$ cat config.mk
export PLATFORM = sky130hd
export DESIGN_NAME = slsi_irq_ctrl
export DESIGN_NICKNAME = d
export VERILOG_FILES = /design/src/hdl/slsi_pkg.sv /design/src/hdl/slsi_sync.sv /design/src/hdl/slsi_ilas_check.sv /design/src/hdl/slsi_irq_ctrl.sv
export SDC_FILE = /design/constraint.sdc
export NUM_CORES = 1
export LEC_CHECK = 0
export BUFFER_PORTS_ARGS = -buffer_cell sky130_fd_sc_hd__clkbuf_2
export CAP_MARGIN = 0
export CORE_MARGIN = 1
export CORE_UTILIZATION = 55
export CTS_BUF_LIST = sky130_fd_sc_hd__clkbuf_4
export CTS_CLUSTER_SIZE = 20
export DETAILED_ROUTE_END_ITERATION = 10
export PLACE_DENSITY = 0.72
export SETUP_SLACK_MARGIN = 0.2
export SYNTH_ARGS = -nofsm -noshare
export SYNTH_HDL_FRONTEND = slang
export SYNTH_SLANG_ARGS = --single-unit
$ cat constraint.sdc
create_clock -name clk -period 4.3 [get_ports clk]
set_input_delay 0.215 -clock clk [delete_from_list [all_inputs] [get_ports clk]]
set_output_delay 0.215 -clock clk [all_outputs]
set_load 0.02 [all_outputs]
$ cat src/hdl/slsi_pkg.sv
// Package for the lane status and link interrupt enable block.
// Assumes one register clock; the link page selector is kept in this block.
package slsi_pkg;

  // Number of links selectable by the page register
  localparam int NUM_LINKS  = 2;
  // Alignment configuration bytes per link, checksum last
  localparam int ILAS_BYTES = 14;
  localparam logic [3:0] ILAS_LAST_IDX = 4'hd;

  // Register offsets
  localparam logic [11:0] LINK_PAGE_ADDR    = 12'h300;
  localparam logic [11:0] ILAS_PROG_FIRST   = 12'h450;
  localparam logic [11:0] ILAS_PROG_LAST    = 12'h45d;
  localparam logic [11:0] LANE7_STATUS_ADDR = 12'h4b7;
  localparam logic [11:0] IRQ_ENABLE_A_ADDR = 12'h4b8;
  localparam logic [11:0] IRQ_ENABLE_B_ADDR = 12'h4b9;
  localparam logic [11:0] IRQ_STATUS_A_ADDR = 12'h4ba;
  localparam logic [11:0] IRQ_STATUS_B_ADDR = 12'h4bb;

  // Field positions, shared by enable A, status A and the lane flags; the last two are for enable/status B and the page
  localparam int BIT_BAD_DISPARITY = 7;
  localparam int BIT_NOT_IN_TABLE  = 6;
  localparam int BIT_UNEXP_CTRL    = 5;
  localparam int BIT_DESKEW        = 4;
  localparam int BIT_INITIAL_SYNC  = 3;
  localparam int BIT_CHECKSUM      = 2;
  localparam int BIT_FRAME_SYNC    = 1;
  localparam int BIT_CODE_GROUP    = 0;
  localparam int BIT_CONFIG_MISM   = 0;
  localparam int BIT_LINK_PAGE     = 0;

  // Reset values
  localparam logic [7:0] LANE7_STATUS_RESET = 8'h00;
  localparam logic [7:0] IRQ_ENABLE_A_RESET = 8'h00;
  localparam logic       IRQ_ENABLE_B_RESET = 1'b0;
  localparam logic [7:0] IRQ_STATUS_A_RESET = 8'h00;
  localparam logic       IRQ_STATUS_B_RESET = 1'b0;
  localparam logic       LINK_PAGE_RESET    = 1'b0;
  localparam logic [7:0] ILAS_PROG_RESET    = 8'h00;

  // Register port request, one cycle per strobe
  typedef struct packed {
    logic        wr;
    logic        rd;
    logic [11:0] addr;
    logic [7:0]  wdata;
  } slsi_bus_req_type;

  // Per-link flags from the receive side, same order as status A
  typedef struct packed {
    logic bad_disparity;
    logic not_in_table;
    logic unexp_ctrl;
    logic deskew;
    logic initial_sync;
    logic checksum_ok;
    logic frame_sync;
    logic code_group_sync;
  } slsi_lane_flags_type;

  // One received alignment configuration byte of lane 0
  typedef struct packed {
    logic       valid;
    logic       link;
    logic [3:0] idx;
    logic [7:0] data;
  } slsi_ilas_byte_type;

  typedef logic [ILAS_BYTES-1:0][7:0] slsi_ilas_set_type;

endpackage

$ cat src/hdl/slsi_sync.sv
// Two flip-flop synchroniser for a bundle of independent levels.
// Assumes each bit changes slowly relative to clk; no word coherence.
module slsi_sync #(
  parameter int W = 1
) (
  input  wire logic         clk,
  input  wire logic         reset,
  input  wire logic [W-1:0] d_async,
  output logic      [W-1:0] q
);
  import slsi_pkg::*;

  typedef struct packed {
    logic [W-1:0] meta;
    logic [W-1:0] stable;
  } slsi_sync_state_type;

  slsi_sync_state_type state_reg;
  slsi_sync_state_type state_next;

  // First stage feeds only the second stage
  always_comb begin
    state_next        = state_reg;
    state_next.meta   = d_async;
    state_next.stable = state_reg.meta;
  end

  // State register
  always_ff @(posedge clk) begin
    if (reset) begin
      state_reg <= '0;
    end else begin
      state_reg <= state_next;
    end
  end

  assign q = state_reg.stable;
endmodule

$ cat src/hdl/slsi_ilas_check.sv
// Checks one link's received alignment configuration on lane 0.
// Assumes bytes arrive in index order 0..13 on the register clock.
module slsi_ilas_check (
  input  wire logic                        clk,
  input  wire logic                        reset,
  input  wire slsi_pkg::slsi_ilas_byte_type byte_in,
  input  wire slsi_pkg::slsi_ilas_set_type  prog,
  output logic                             mismatch_pulse,
  output logic                             cks_bad_pulse
);
  import slsi_pkg::*;

  typedef struct packed {
    logic [7:0] sum;
    logic       differs;
    logic       mismatch;
    logic       cks_bad;
  } slsi_check_state_type;

  slsi_check_state_type state_reg;
  slsi_check_state_type state_next;
  logic [7:0]           sum_base;
  logic                 differs_base;
  logic                 byte_differs;

  // Accumulate the checksum and the comparison; report on the last byte
  always_comb begin
    state_next          = state_reg;
    state_next.mismatch = 1'b0;
    state_next.cks_bad  = 1'b0;
    sum_base            = (byte_in.idx == 4'h0) ? 8'h00 : state_reg.sum;
    differs_base        = (byte_in.idx == 4'h0) ? 1'b0 : state_reg.differs;
    byte_differs        = (byte_in.data != prog[byte_in.idx]);
    if (byte_in.valid) begin
      if (byte_in.idx == ILAS_LAST_IDX) begin
        // Checksum uses received bytes only, never the programmed one
        state_next.cks_bad  = (sum_base != byte_in.data);
        state_next.mismatch = differs_base | byte_differs;
        state_next.differs  = 1'b0;
        state_next.sum      = 8'h00;
      end else begin
        state_next.sum     = 8'(sum_base + byte_in.data);
        state_next.differs = differs_base | byte_differs;
      end
    end
  end

  // State register
  always_ff @(posedge clk) begin
    if (reset) begin
      state_reg <= '0;
    end else begin
      state_reg <= state_next;
    end
  end

  assign mismatch_pulse = state_reg.mismatch;
  assign cks_bad_pulse  = state_reg.cks_bad;
endmodule

$ cat src/hdl/slsi_irq_ctrl.sv
// Lane 7 status flags and link interrupt enables, status and request.
// Assumes lane flags come from another clock domain and the alignment
// byte stream comes from logic on clk.
module slsi_irq_ctrl (
  input  wire logic                                                   clk,
  input  wire logic                                                   reset,
  input  wire slsi_pkg::slsi_bus_req_type                              bus_req,
  output logic      [7:0]                                             rd_data,
  input  wire slsi_pkg::slsi_lane_flags_type [slsi_pkg::NUM_LINKS-1:0] lane_flags_async,
  input  wire slsi_pkg::slsi_ilas_byte_type                            ilas_byte,
  output logic                                                        irq
);
  import slsi_pkg::*;

  typedef struct packed {
    logic                                link_page;
    logic [NUM_LINKS-1:0][7:0]           en_a;
    logic [NUM_LINKS-1:0]                en_b;
    logic [NUM_LINKS-1:0][7:0]           st_a;
    logic [NUM_LINKS-1:0]                st_b;
    logic [NUM_LINKS-1:0][ILAS_BYTES-1:0][7:0] prog;
    logic [NUM_LINKS-1:0][7:0]           prev;
    logic [7:0]                          rdata;
  } slsi_ctrl_state_type;

  slsi_ctrl_state_type       state_reg;
  slsi_ctrl_state_type       state_next;
  logic [NUM_LINKS*8-1:0]    flags_bits;
  logic [NUM_LINKS-1:0][7:0] flags;
  logic [NUM_LINKS-1:0][7:0] rise;
  logic [NUM_LINKS-1:0][7:0] fall;
  logic [NUM_LINKS-1:0][7:0] set_a;
  logic [NUM_LINKS-1:0]      set_b;
  logic [NUM_LINKS-1:0]      mism_pulse;
  logic [NUM_LINKS-1:0]      cks_bad_pulse;
  logic [7:0]                clr_a;
  logic                      clr_b;
  logic                      pg;

  // Address falls in the programmed configuration byte range
  function automatic logic is_prog(input logic [11:0] a);
    return (a >= ILAS_PROG_FIRST) && (a <= ILAS_PROG_LAST);
  endfunction

  // Byte index of a programmed configuration address
  function automatic logic [3:0] prog_idx(input logic [11:0] a);
    return 4'(a - ILAS_PROG_FIRST);
  endfunction

  // Bring the receive-side flags onto clk
  slsi_sync #(
    .W (NUM_LINKS * 8)
  ) u_flag_sync (
    .clk     (clk),
    .reset   (reset),
    .d_async (lane_flags_async),
    .q       (flags_bits)
  );

  assign flags = flags_bits;

  // One configuration checker per link, fed by its own lane 0 stream
  generate
    for (genvar i = 0; i < NUM_LINKS; i++) begin : g_check
      slsi_ilas_byte_type link_byte;

      always_comb begin
        link_byte       = ilas_byte;
        link_byte.valid = ilas_byte.valid && (ilas_byte.link == 1'(i));
      end

      slsi_ilas_check u_check (
        .clk            (clk),
        .reset          (reset),
        .byte_in        (link_byte),
        .prog           (state_reg.prog[i]),
        .mismatch_pulse (mism_pulse[i]),
        .cks_bad_pulse  (cks_bad_pulse[i])
      );
    end
  endgenerate

  // Event detection: counters and deskew on rise, sync losses on fall
  always_comb begin
    for (int i = 0; i < NUM_LINKS; i++) begin
      rise[i]  = flags[i] & ~state_reg.prev[i];
      fall[i]  = ~flags[i] & state_reg.prev[i];
      set_a[i] = 8'h00;
      set_a[i][BIT_BAD_DISPARITY] = rise[i][BIT_BAD_DISPARITY];
      set_a[i][BIT_NOT_IN_TABLE]  = rise[i][BIT_NOT_IN_TABLE];
      set_a[i][BIT_UNEXP_CTRL]    = rise[i][BIT_UNEXP_CTRL];
      set_a[i][BIT_DESKEW]        = rise[i][BIT_DESKEW];
      set_a[i][BIT_INITIAL_SYNC]  = fall[i][BIT_INITIAL_SYNC];
      set_a[i][BIT_CHECKSUM]      = cks_bad_pulse[i];
      set_a[i][BIT_FRAME_SYNC]    = fall[i][BIT_FRAME_SYNC];
      set_a[i][BIT_CODE_GROUP]    = fall[i][BIT_CODE_GROUP];
      set_b[i] = mism_pulse[i];
    end
  end

  // Write-one-to-clear masks for the selected link
  always_comb begin
    pg    = state_reg.link_page;
    clr_a = 8'h00;
    clr_b = 1'b0;
    if (bus_req.wr && (bus_req.addr == IRQ_STATUS_A_ADDR)) begin
      clr_a = bus_req.wdata;
    end
    if (bus_req.wr && (bus_req.addr == IRQ_STATUS_B_ADDR)) begin
      clr_b = bus_req.wdata[BIT_CONFIG_MISM];
    end
  end

  // Next state: register writes, sticky status, read data
  always_comb begin
    state_next       = state_reg;
    state_next.rdata = 8'h00;
    state_next.prev  = flags;

    // Sticky status; a new event beats a clear in the same cycle
    for (int i = 0; i < NUM_LINKS; i++) begin
      if (pg == 1'(i)) begin
        state_next.st_a[i] = (state_reg.st_a[i] & ~clr_a) | set_a[i];
        state_next.st_b[i] = (state_reg.st_b[i] & ~clr_b) | set_b[i];
      end else begin
        state_next.st_a[i] = state_reg.st_a[i] | set_a[i];
        state_next.st_b[i] = state_reg.st_b[i] | set_b[i];
      end
    end

    // Writes reach the selected link's fields only
    if (bus_req.wr) begin
      if (bus_req.addr == LINK_PAGE_ADDR) begin
        state_next.link_page = bus_req.wdata[BIT_LINK_PAGE];
      end else if (is_prog(bus_req.addr)) begin
        state_next.prog[pg][prog_idx(bus_req.addr)] = bus_req.wdata;
      end else if (bus_req.addr == IRQ_ENABLE_A_ADDR) begin
        state_next.en_a[pg] = bus_req.wdata;
      end else if (bus_req.addr == IRQ_ENABLE_B_ADDR) begin
        state_next.en_b[pg] = bus_req.wdata[BIT_CONFIG_MISM];
      end
    end

    // Reads answer one cycle later; unmapped addresses read zero
    if (bus_req.rd) begin
      if (bus_req.addr == LINK_PAGE_ADDR) begin
        state_next.rdata = {7'h00, state_reg.link_page};
      end else if (is_prog(bus_req.addr)) begin
        state_next.rdata = state_reg.prog[pg][prog_idx(bus_req.addr)];
      end else if (bus_req.addr == LANE7_STATUS_ADDR) begin
        state_next.rdata = {4'h0,
                            flags[pg][BIT_INITIAL_SYNC],
                            flags[pg][BIT_CHECKSUM],
                            flags[pg][BIT_FRAME_SYNC],
                            flags[pg][BIT_CODE_GROUP]};
      end else if (bus_req.addr == IRQ_ENABLE_A_ADDR) begin
        state_next.rdata = state_reg.en_a[pg];
      end else if (bus_req.addr == IRQ_ENABLE_B_ADDR) begin
        state_next.rdata = {7'h00, state_reg.en_b[pg]};
      end else if (bus_req.addr == IRQ_STATUS_A_ADDR) begin
        state_next.rdata = state_reg.st_a[pg];
      end else if (bus_req.addr == IRQ_STATUS_B_ADDR) begin
        state_next.rdata = {7'h00, state_reg.st_b[pg]};
      end
    end
  end

  // State register with documented reset values
  always_ff @(posedge clk) begin
    if (reset) begin
      state_reg           <= '0;
      state_reg.link_page <= LINK_PAGE_RESET;
      state_reg.en_a      <= {NUM_LINKS{IRQ_ENABLE_A_RESET}};
      state_reg.en_b      <= {NUM_LINKS{IRQ_ENABLE_B_RESET}};
      state_reg.st_a      <= {NUM_LINKS{IRQ_STATUS_A_RESET}};
      state_reg.st_b      <= {NUM_LINKS{IRQ_STATUS_B_RESET}};
      state_reg.prog      <= {(NUM_LINKS * ILAS_BYTES){ILAS_PROG_RESET}};
      state_reg.prev      <= {NUM_LINKS{LANE7_STATUS_RESET}};
    end else begin
      state_reg <= state_next;
    end
  end

  assign rd_data = state_reg.rdata;

  // Request level: any link, any set status bit with its enable
  always_comb begin
    irq = 1'b0;
    for (int i = 0; i < NUM_LINKS; i++) begin
      irq = irq | (|(state_reg.st_a[i] & state_reg.en_a[i]))
                | (state_reg.st_b[i] & state_reg.en_b[i]);
    end
  end
endmodule

; ---- After elaboration in Yosys (flattened, before gate mapping)
; Cells that the tools add are included.
[op_classes]
add_sub_neg = 3
n_mul = 0
n_div = 0
n_lt_le_gt_ge = 7
n_eq_ne = 11
n_shift = 0
mux = 48
bitwise = 39
n_reduce_logical = 18
[op_table]
columns = op, count
row1 = $mux W112, 3
row2 = $bwmux W224, 1
row3 = $mux W8, 19
row4 = $demux W112 S1, 1
row5 = $bmux W8 S4, 3
row6 = $eq A12 B11 Y1 const B, 5
row7 = $and A8 B8 Y8, 6
row8 = $demux W8 S4, 1
row9 = $ne A8 B8 Y1, 4
row10 = $or A8 B8 Y8, 4
row11 = $not A8 Y8, 3
row12 = $mux W9, 2
row13 = $add A8 B8 Y8, 2
row14 = $bwmux W16, 1
row15 = $reduce_or A8 Y1, 2
row16 = $eq A12 B10 Y1 const B, 1
row17 = $ge A12 B11 Y1 const B, 1
row18 = $le A12 B11 Y1 const B, 1
row19 = $mux W1, 12
row20 = $lt A4 B5 Y1 const B, 2
row21 = $not A1 Y1, 9
row22 = $or A1 B1 Y1, 9
row23 = $reduce_or A3 Y1, 3
row24 = $and A4 B4 Y4, 2
row25 = 18 further kinds, 29
[word_totals]
reg_bits = 339
latchBits = 0
ramBits = 0
mem_bits_ro = 0
in_bits = 54
out_inout_bits = 9
mem_count = 0

; ---- Logic depth before layout (Yosys ltp)
[logic_depth]
depth_word = 9
depth_mapped = 17
depth_no_buf = 12

; ---- Hierarchy
; A second synthesis with hierarchy kept.
[hier_totals]
hier_cells = 1862
area_unflattened_um2 = 17224.0
[modules_own_cells]
columns = mod, instances, cells_per_inst, area_each_um2
row1 = slsi_irq_ctrl, 1, 1413, 12612.1
row2 = slsi_ilas_check, 2, 191, 1874.3
row3 = slsi_sync, 1, 67, 863.3

; ---- Least setup slack after synthesis
; OpenSTA, ideal clock, no wires.
[synth_path]
path_kind = input port to flip-flop
startpoint = input ilas_byte[10] (netlist bit)
endpoint = register g_check[1].u_check.state_reg[10] (netlist bit)
arrival_ns = 3.091
t_required_ns = 4.199
path_slack_ns = 1.108
stages = 16
path_cell_list = clkbuf_1 > buf_2 > buf_2 > clkbuf_1 > nor2_1 > nand2b_1 > clkbuf_1 > and2_1 > ha_1 > a21o_1 > a21oi_1 > o21bai_1 > a21oi_1 > o21ai_0 > xor2_1 > o41ai_1
[synth_via]
elab_chain_cells = 4
[synth_rtl]
columns = item, line_no
row1 = "start, declared", slsi_irq_ctrl.sv:10  ; input wire slsi_pkg::slsi_ilas_byte_type ilas_byte,
row2 = $logic_not A4 Y1, slsi_ilas_check.sv:31  ; sum_base = (byte_in.idx == 4'h0) ? 8'h00 : state_reg.sum;
row3 = $mux W8, slsi_ilas_check.sv:31
row4 = $add A8 B8 Y8, slsi_ilas_check.sv:42  ; state_next.sum = 8'(sum_base + byte_in.data);
row5 = $mux W9 (*), slsi_ilas_check.sv:35  ; if (byte_in.idx == ILAS_LAST_IDX) begin
row6 = "end signal, assigned", slsi_ilas_check.sv:53  ; state_reg <= state_next;
row7 = "end, declared", slsi_ilas_check.sv:20  ; slsi_check_state_type state_reg;
; Mark *: on every way between the ends. The rest lies on a longest branch, timed or not.
; A chain may end at the register's enable or synchronous reset.

; ---- Worst setup path in the final report
[layout_path]
startpoint = register state_reg (netlist bit pg)
endpoint = register state_reg (netlist bit rd_data[0])
[layout_via]
elab_chain_cells = 9
[layout_rtl]
columns = item, line_no
row1 = "start, declared", slsi_irq_ctrl.sv:26  ; slsi_ctrl_state_type state_reg;
row2 = "start signal, assigned", slsi_irq_ctrl.sv:180  ; state_reg <= state_next;
row3 = $mux W1 (implied by the code) (2 in a row), slsi_irq_ctrl.sv:163  ; state_next.rdata = {7'h00, state_reg.st_b[pg]};
row4 = $mux W1, slsi_irq_ctrl.sv:162  ; end else if (bus_req.addr == IRQ_STATUS_B_ADDR) begin
row5 = $mux W8, slsi_irq_ctrl.sv:160  ; end else if (bus_req.addr == IRQ_STATUS_A_ADDR) begin
row6 = $mux W8, slsi_irq_ctrl.sv:158  ; end else if (bus_req.addr == IRQ_ENABLE_B_ADDR) begin
row7 = $mux W8, slsi_irq_ctrl.sv:156  ; end else if (bus_req.addr == IRQ_ENABLE_A_ADDR) begin
row8 = $mux W8, slsi_irq_ctrl.sv:150  ; end else if (bus_req.addr == LANE7_STATUS_ADDR) begin
row9 = $mux W8, slsi_irq_ctrl.sv:148  ; end else if (is_prog(bus_req.addr)) begin
row10 = $mux W1 (*), slsi_irq_ctrl.sv:146  ; if (bus_req.addr == LINK_PAGE_ADDR) begin
; Mark *: on every way between the ends. The rest lies on a longest branch, timed or not. The select of a mux whose other input is x is not followed.

==> metrics.md <==
| Metric | Value |
|---|---|
| Crit start category | `register` |
| Nets | `1932` |
| Hold_ws | `0.0545 ns` |
| Ys async rst share | `0` |
| Yosys warning count | `0` |
| Final WL | `50700 um` |
| RR Endpoint | `rd_data[0]$_SDFF_PP0_` |
| CTS tree | `built` |
| Syn nets | `1883` |
| Slew Limit Headroom | `0.312` |
| Leakage | `between 6 and 7 nW` |
| Most frequent cells after synthesis | `dfxtp_1 (337), mux2i_1 (242), nor2_1 (212)` |
| Netlist cell types | `63` |
| Min cycle time layout | `between 3 and 4 ns` |
| Largest net degree at the start of global routing | `between 100 and 150` |
| Worst Skew | `0.0513 ns` |
| Most instantiated library cell after synthesis | `dfxtp_1` |
| Pwr Density | `348 nW/um^2` |
| Critical path origin | `pg$_SDFFE_PP0P_` |
| Critical path depth | `7` |
| Crit path kind | `register to register` |
| Initial antenna violation count | `1` |
| CTS Sinks | `337` |
| Area delta synth->final | `10.6%` |
| Largest register FFs | `274` |
| Tot GR Track Use | `0.323` |
| Number of remaining DRC errors | `0` |
| Share of cells above drive strength 1 | `0.182` |
| Cell row count | `64` |
| CP Buf/Inv Count | `2` |
| Starting density of the core | `0.560` |
| Mean area per synthesized cell | `9.48 um^2` |
| Filler-free cell count of the finished design | `roughly 2300` |
| MaxCap Viol Count | `0` |
| Ys flop type | `dfxtp_1` |
| Max Slew Vio Count | `0` |
| Dpl ws | `~1.1 ns` |
| Core Util, Final | `0.620` |
| DR vias/cell | `6.17` |
| Synth Instances | `~1800` |
| Critical Path RT | `4.92 ns` |
| Final cycle utilization of the critical path | `0.820` |
| Least-Margin Pin Slew | `1.03 ns` |
| Placed insts | `2140` |
| Worst setup path endpoint | `rd_data[0]$_SDFF_PP0_` |
| Synthesized flop and latch total | `about 340` |
| DIE HEIGHT | `179 um` |
| Area contributors post-synth | `dfxtp_1 (39%), mux2i_1 (14%), mux4_2 (11%)` |
| CP max-delay cell | `dfxtp_4` |
| I/O Pins | `63` |
| Register area share after synthesis | `0.393` |
| Die X | `179 um` |
| Clock latency on the worst-skew pair | `0.75 ns` |
| Cell mode on critical path | `mux4_2` |
| Vias in the first global route | `13900` |
| RSZ-0062 raised after global routing | `false` |
| First-pass GRT wire length | `78400 um` |
| Core Area | `30700 um^2` |
| CP peak stage delay | `a little over 0.8 ns` |
| Fin Setup TNS | `0 ns` |
| Final setup violation count | `0` |
| Critical-path maximum fanout | `42` |
| Tightest Hold Check Type | `input pin to register` |
| Fillers | `2578` |
| Crit path cell chain | `buf_4, mux4_2, mux4_2, mux2_2, nand2_1, a311oi_1, dlygate4sd3_1` |
| Port Buf Inserts | `62` |
| Final WS setup | `0.774 ns` |
| Reg2Reg Launch Point | `pg$_SDFFE_PP0P_` |
| GPL Wtd Cong | `0.921` |
| Initial DRC Count | `1664` |
| CP arrival | `4.15 ns` |
| Global route total overflow | `0` |
| Achievable Freq | `0.284 GHz` |
| Post-DRT Antenna Nets | `0` |
| CTS root buf | `clkbuf_4` |
| Routed wire length per instance | `roughly 22 um` |
| Vias post-DR | `14400` |
| Flop2flop setup slack | `0.77 ns` |
| CP endpoint kind | `register` |
| Max Root-Sink Buffers | `3` |
| Final hold vios | `0` |
| Outcome | `completed` |
| EDFF count, synth | `0` |
| Delay-heaviest family, CP | `multiplexers` |
| Placed wire-length estimate | `between 30000 and 40000 um` |
| Post-synth top area cell | `dfxtp_1` |
| Num CTS Buffers | `91` |
| Cells on worst reg2reg path | `7` |
| Max VDD drop | `0.335 mV` |
| Htree depth | `3` |
| Post-synth top area share | `0.393` |
| Die ar. | `approximately 32000 um^2` |
| Synth Cell Area | `17200 um^2` |
| Initial DRT Pass Iterations | `7` |
| Clock Pin Slew Worst Setup and Hold Paths | `approximately 0.07 ns` |
| Post-CTS Resized | `0` |
[repair_timing]
| item | CTS | global route |
|---|---|---|
| hold buffers | 25 | 0 |
| endpoints found under the hold margin | 65 | 0 |
| setup buffers | 0 | 0 |
[area by class of cell]
| class | instances | area (um^2) | share of cell area |
|---|---|---|---|
| clock inverter | 28 | 194 | 0.0102 |
| inverter | 13 | 48.8 | 0.00257 |
| clock buffer | 133 | 998 | 0.0525 |
| timing repair buffer | 112 | 798 | 0.0420 |
| antenna | 1 | 2.50 | 0.000132 |
| multi-input combinational | 1307 | 9720 | 0.511 |
| tap | 396 | 495 | 0.0261 |
| sequential | 337 | 6750 | 0.355 |
[where the power goes]
group          switching [mW]  internal, mW  total (mW)
sequential             0.0178          3.16        3.17
combinational           0.319         0.176       0.495
clock                    1.35          1.60        2.95
[kinds of logic after synthesis]
group / synth area share
AND/OR/NAND/NOR: 0.162
multiplexers: 0.262
flip-flops: 0.393
AO/OA/AOI/OAI: 0.0994
buffers and inverters: 0.0422
XOR/XNOR: 0.0296
adder cells (fa/ha/maj): 0.0125
[worst min path at each step]
stage,startpoint,to,slack [ns],cells past startpoint
6_report,ilas_byte[13],g_check[1].u_check.state_reg[5]$_SDFFE_PP0P_,0.05,4
5_1_grt,ilas_byte[13],g_check[1].u_check.state_reg[5]$_SDFFE_PP0P_,0.06,4
4_1_cts,ilas_byte[13],g_check[1].u_check.state_reg[5]$_SDFFE_PP0P_,0.01,4
3_5_place_dp,u_flag_sync.state_next[7]$_SDFF_PP0_,u_flag_sync.q[7]$_SDFF_PP0_,0.42,1
3_3_place_gp,u_flag_sync.state_next[7]$_SDFF_PP0_,u_flag_sync.q[7]$_SDFF_PP0_,0.42,1
2_1_floorplan,lane_flags_async[0],u_flag_sync.state_next[0]$_SDFF_PP0_,0.34,1
[metal layers]
metal	vias up	GRT usage	wire length, um
met2	796	0.499	22900
li1	6522	-	-
met4	2	0.144	2010
met3	139	0.0825	5140
met1	6902	0.425	20500
met5	-	0.0144	55
[worst register-to-register path, delay by kind of cell, from the launching register on]
kind / cells / cell delay, ns
flip-flops: 1 / 0.82
multiplexers: 3 / 1.36
AO/OA/AOI/OAI: 1 / 0.08
AND/OR/NAND/NOR: 1 / 0.07
buffers and inverters: 2 / 1.06
[through the flow]
stage                     instance area, um^2  total power [mW]
after floorplan                         17200              3.57
after global placement                  17600              3.71
after detailed placement                17600              3.71
after CTS                               19000              6.65
after global routing                    19000              6.86
final                                   19000              6.62
[layout by cell type, fill, tap and decap left out, types with 11 or more instances in the layout]
master	synthesis	routed
mux2i_1	242	242
o21ai_0	86	86
dlygate4sd3_1	0	25
buf_4	15	23
nor2_1	212	212
mux2_2	17	17
o22ai_1	30	30
dfxtp_1	337	336
clkinv_1	2	24
nor2b_1	67	67
nand2_1	184	184
clkbuf_2	0	60
nand3_1	16	16
inv_1	11	11
nand2b_1	12	12
xnor2_1	43	43
and2_1	17	17
a21oi_1	143	143
clkbuf_4	0	133
mux4_2	84	84
xor2_1	15	15
ha_1	14	14
(Power assumes the default switching activity.)
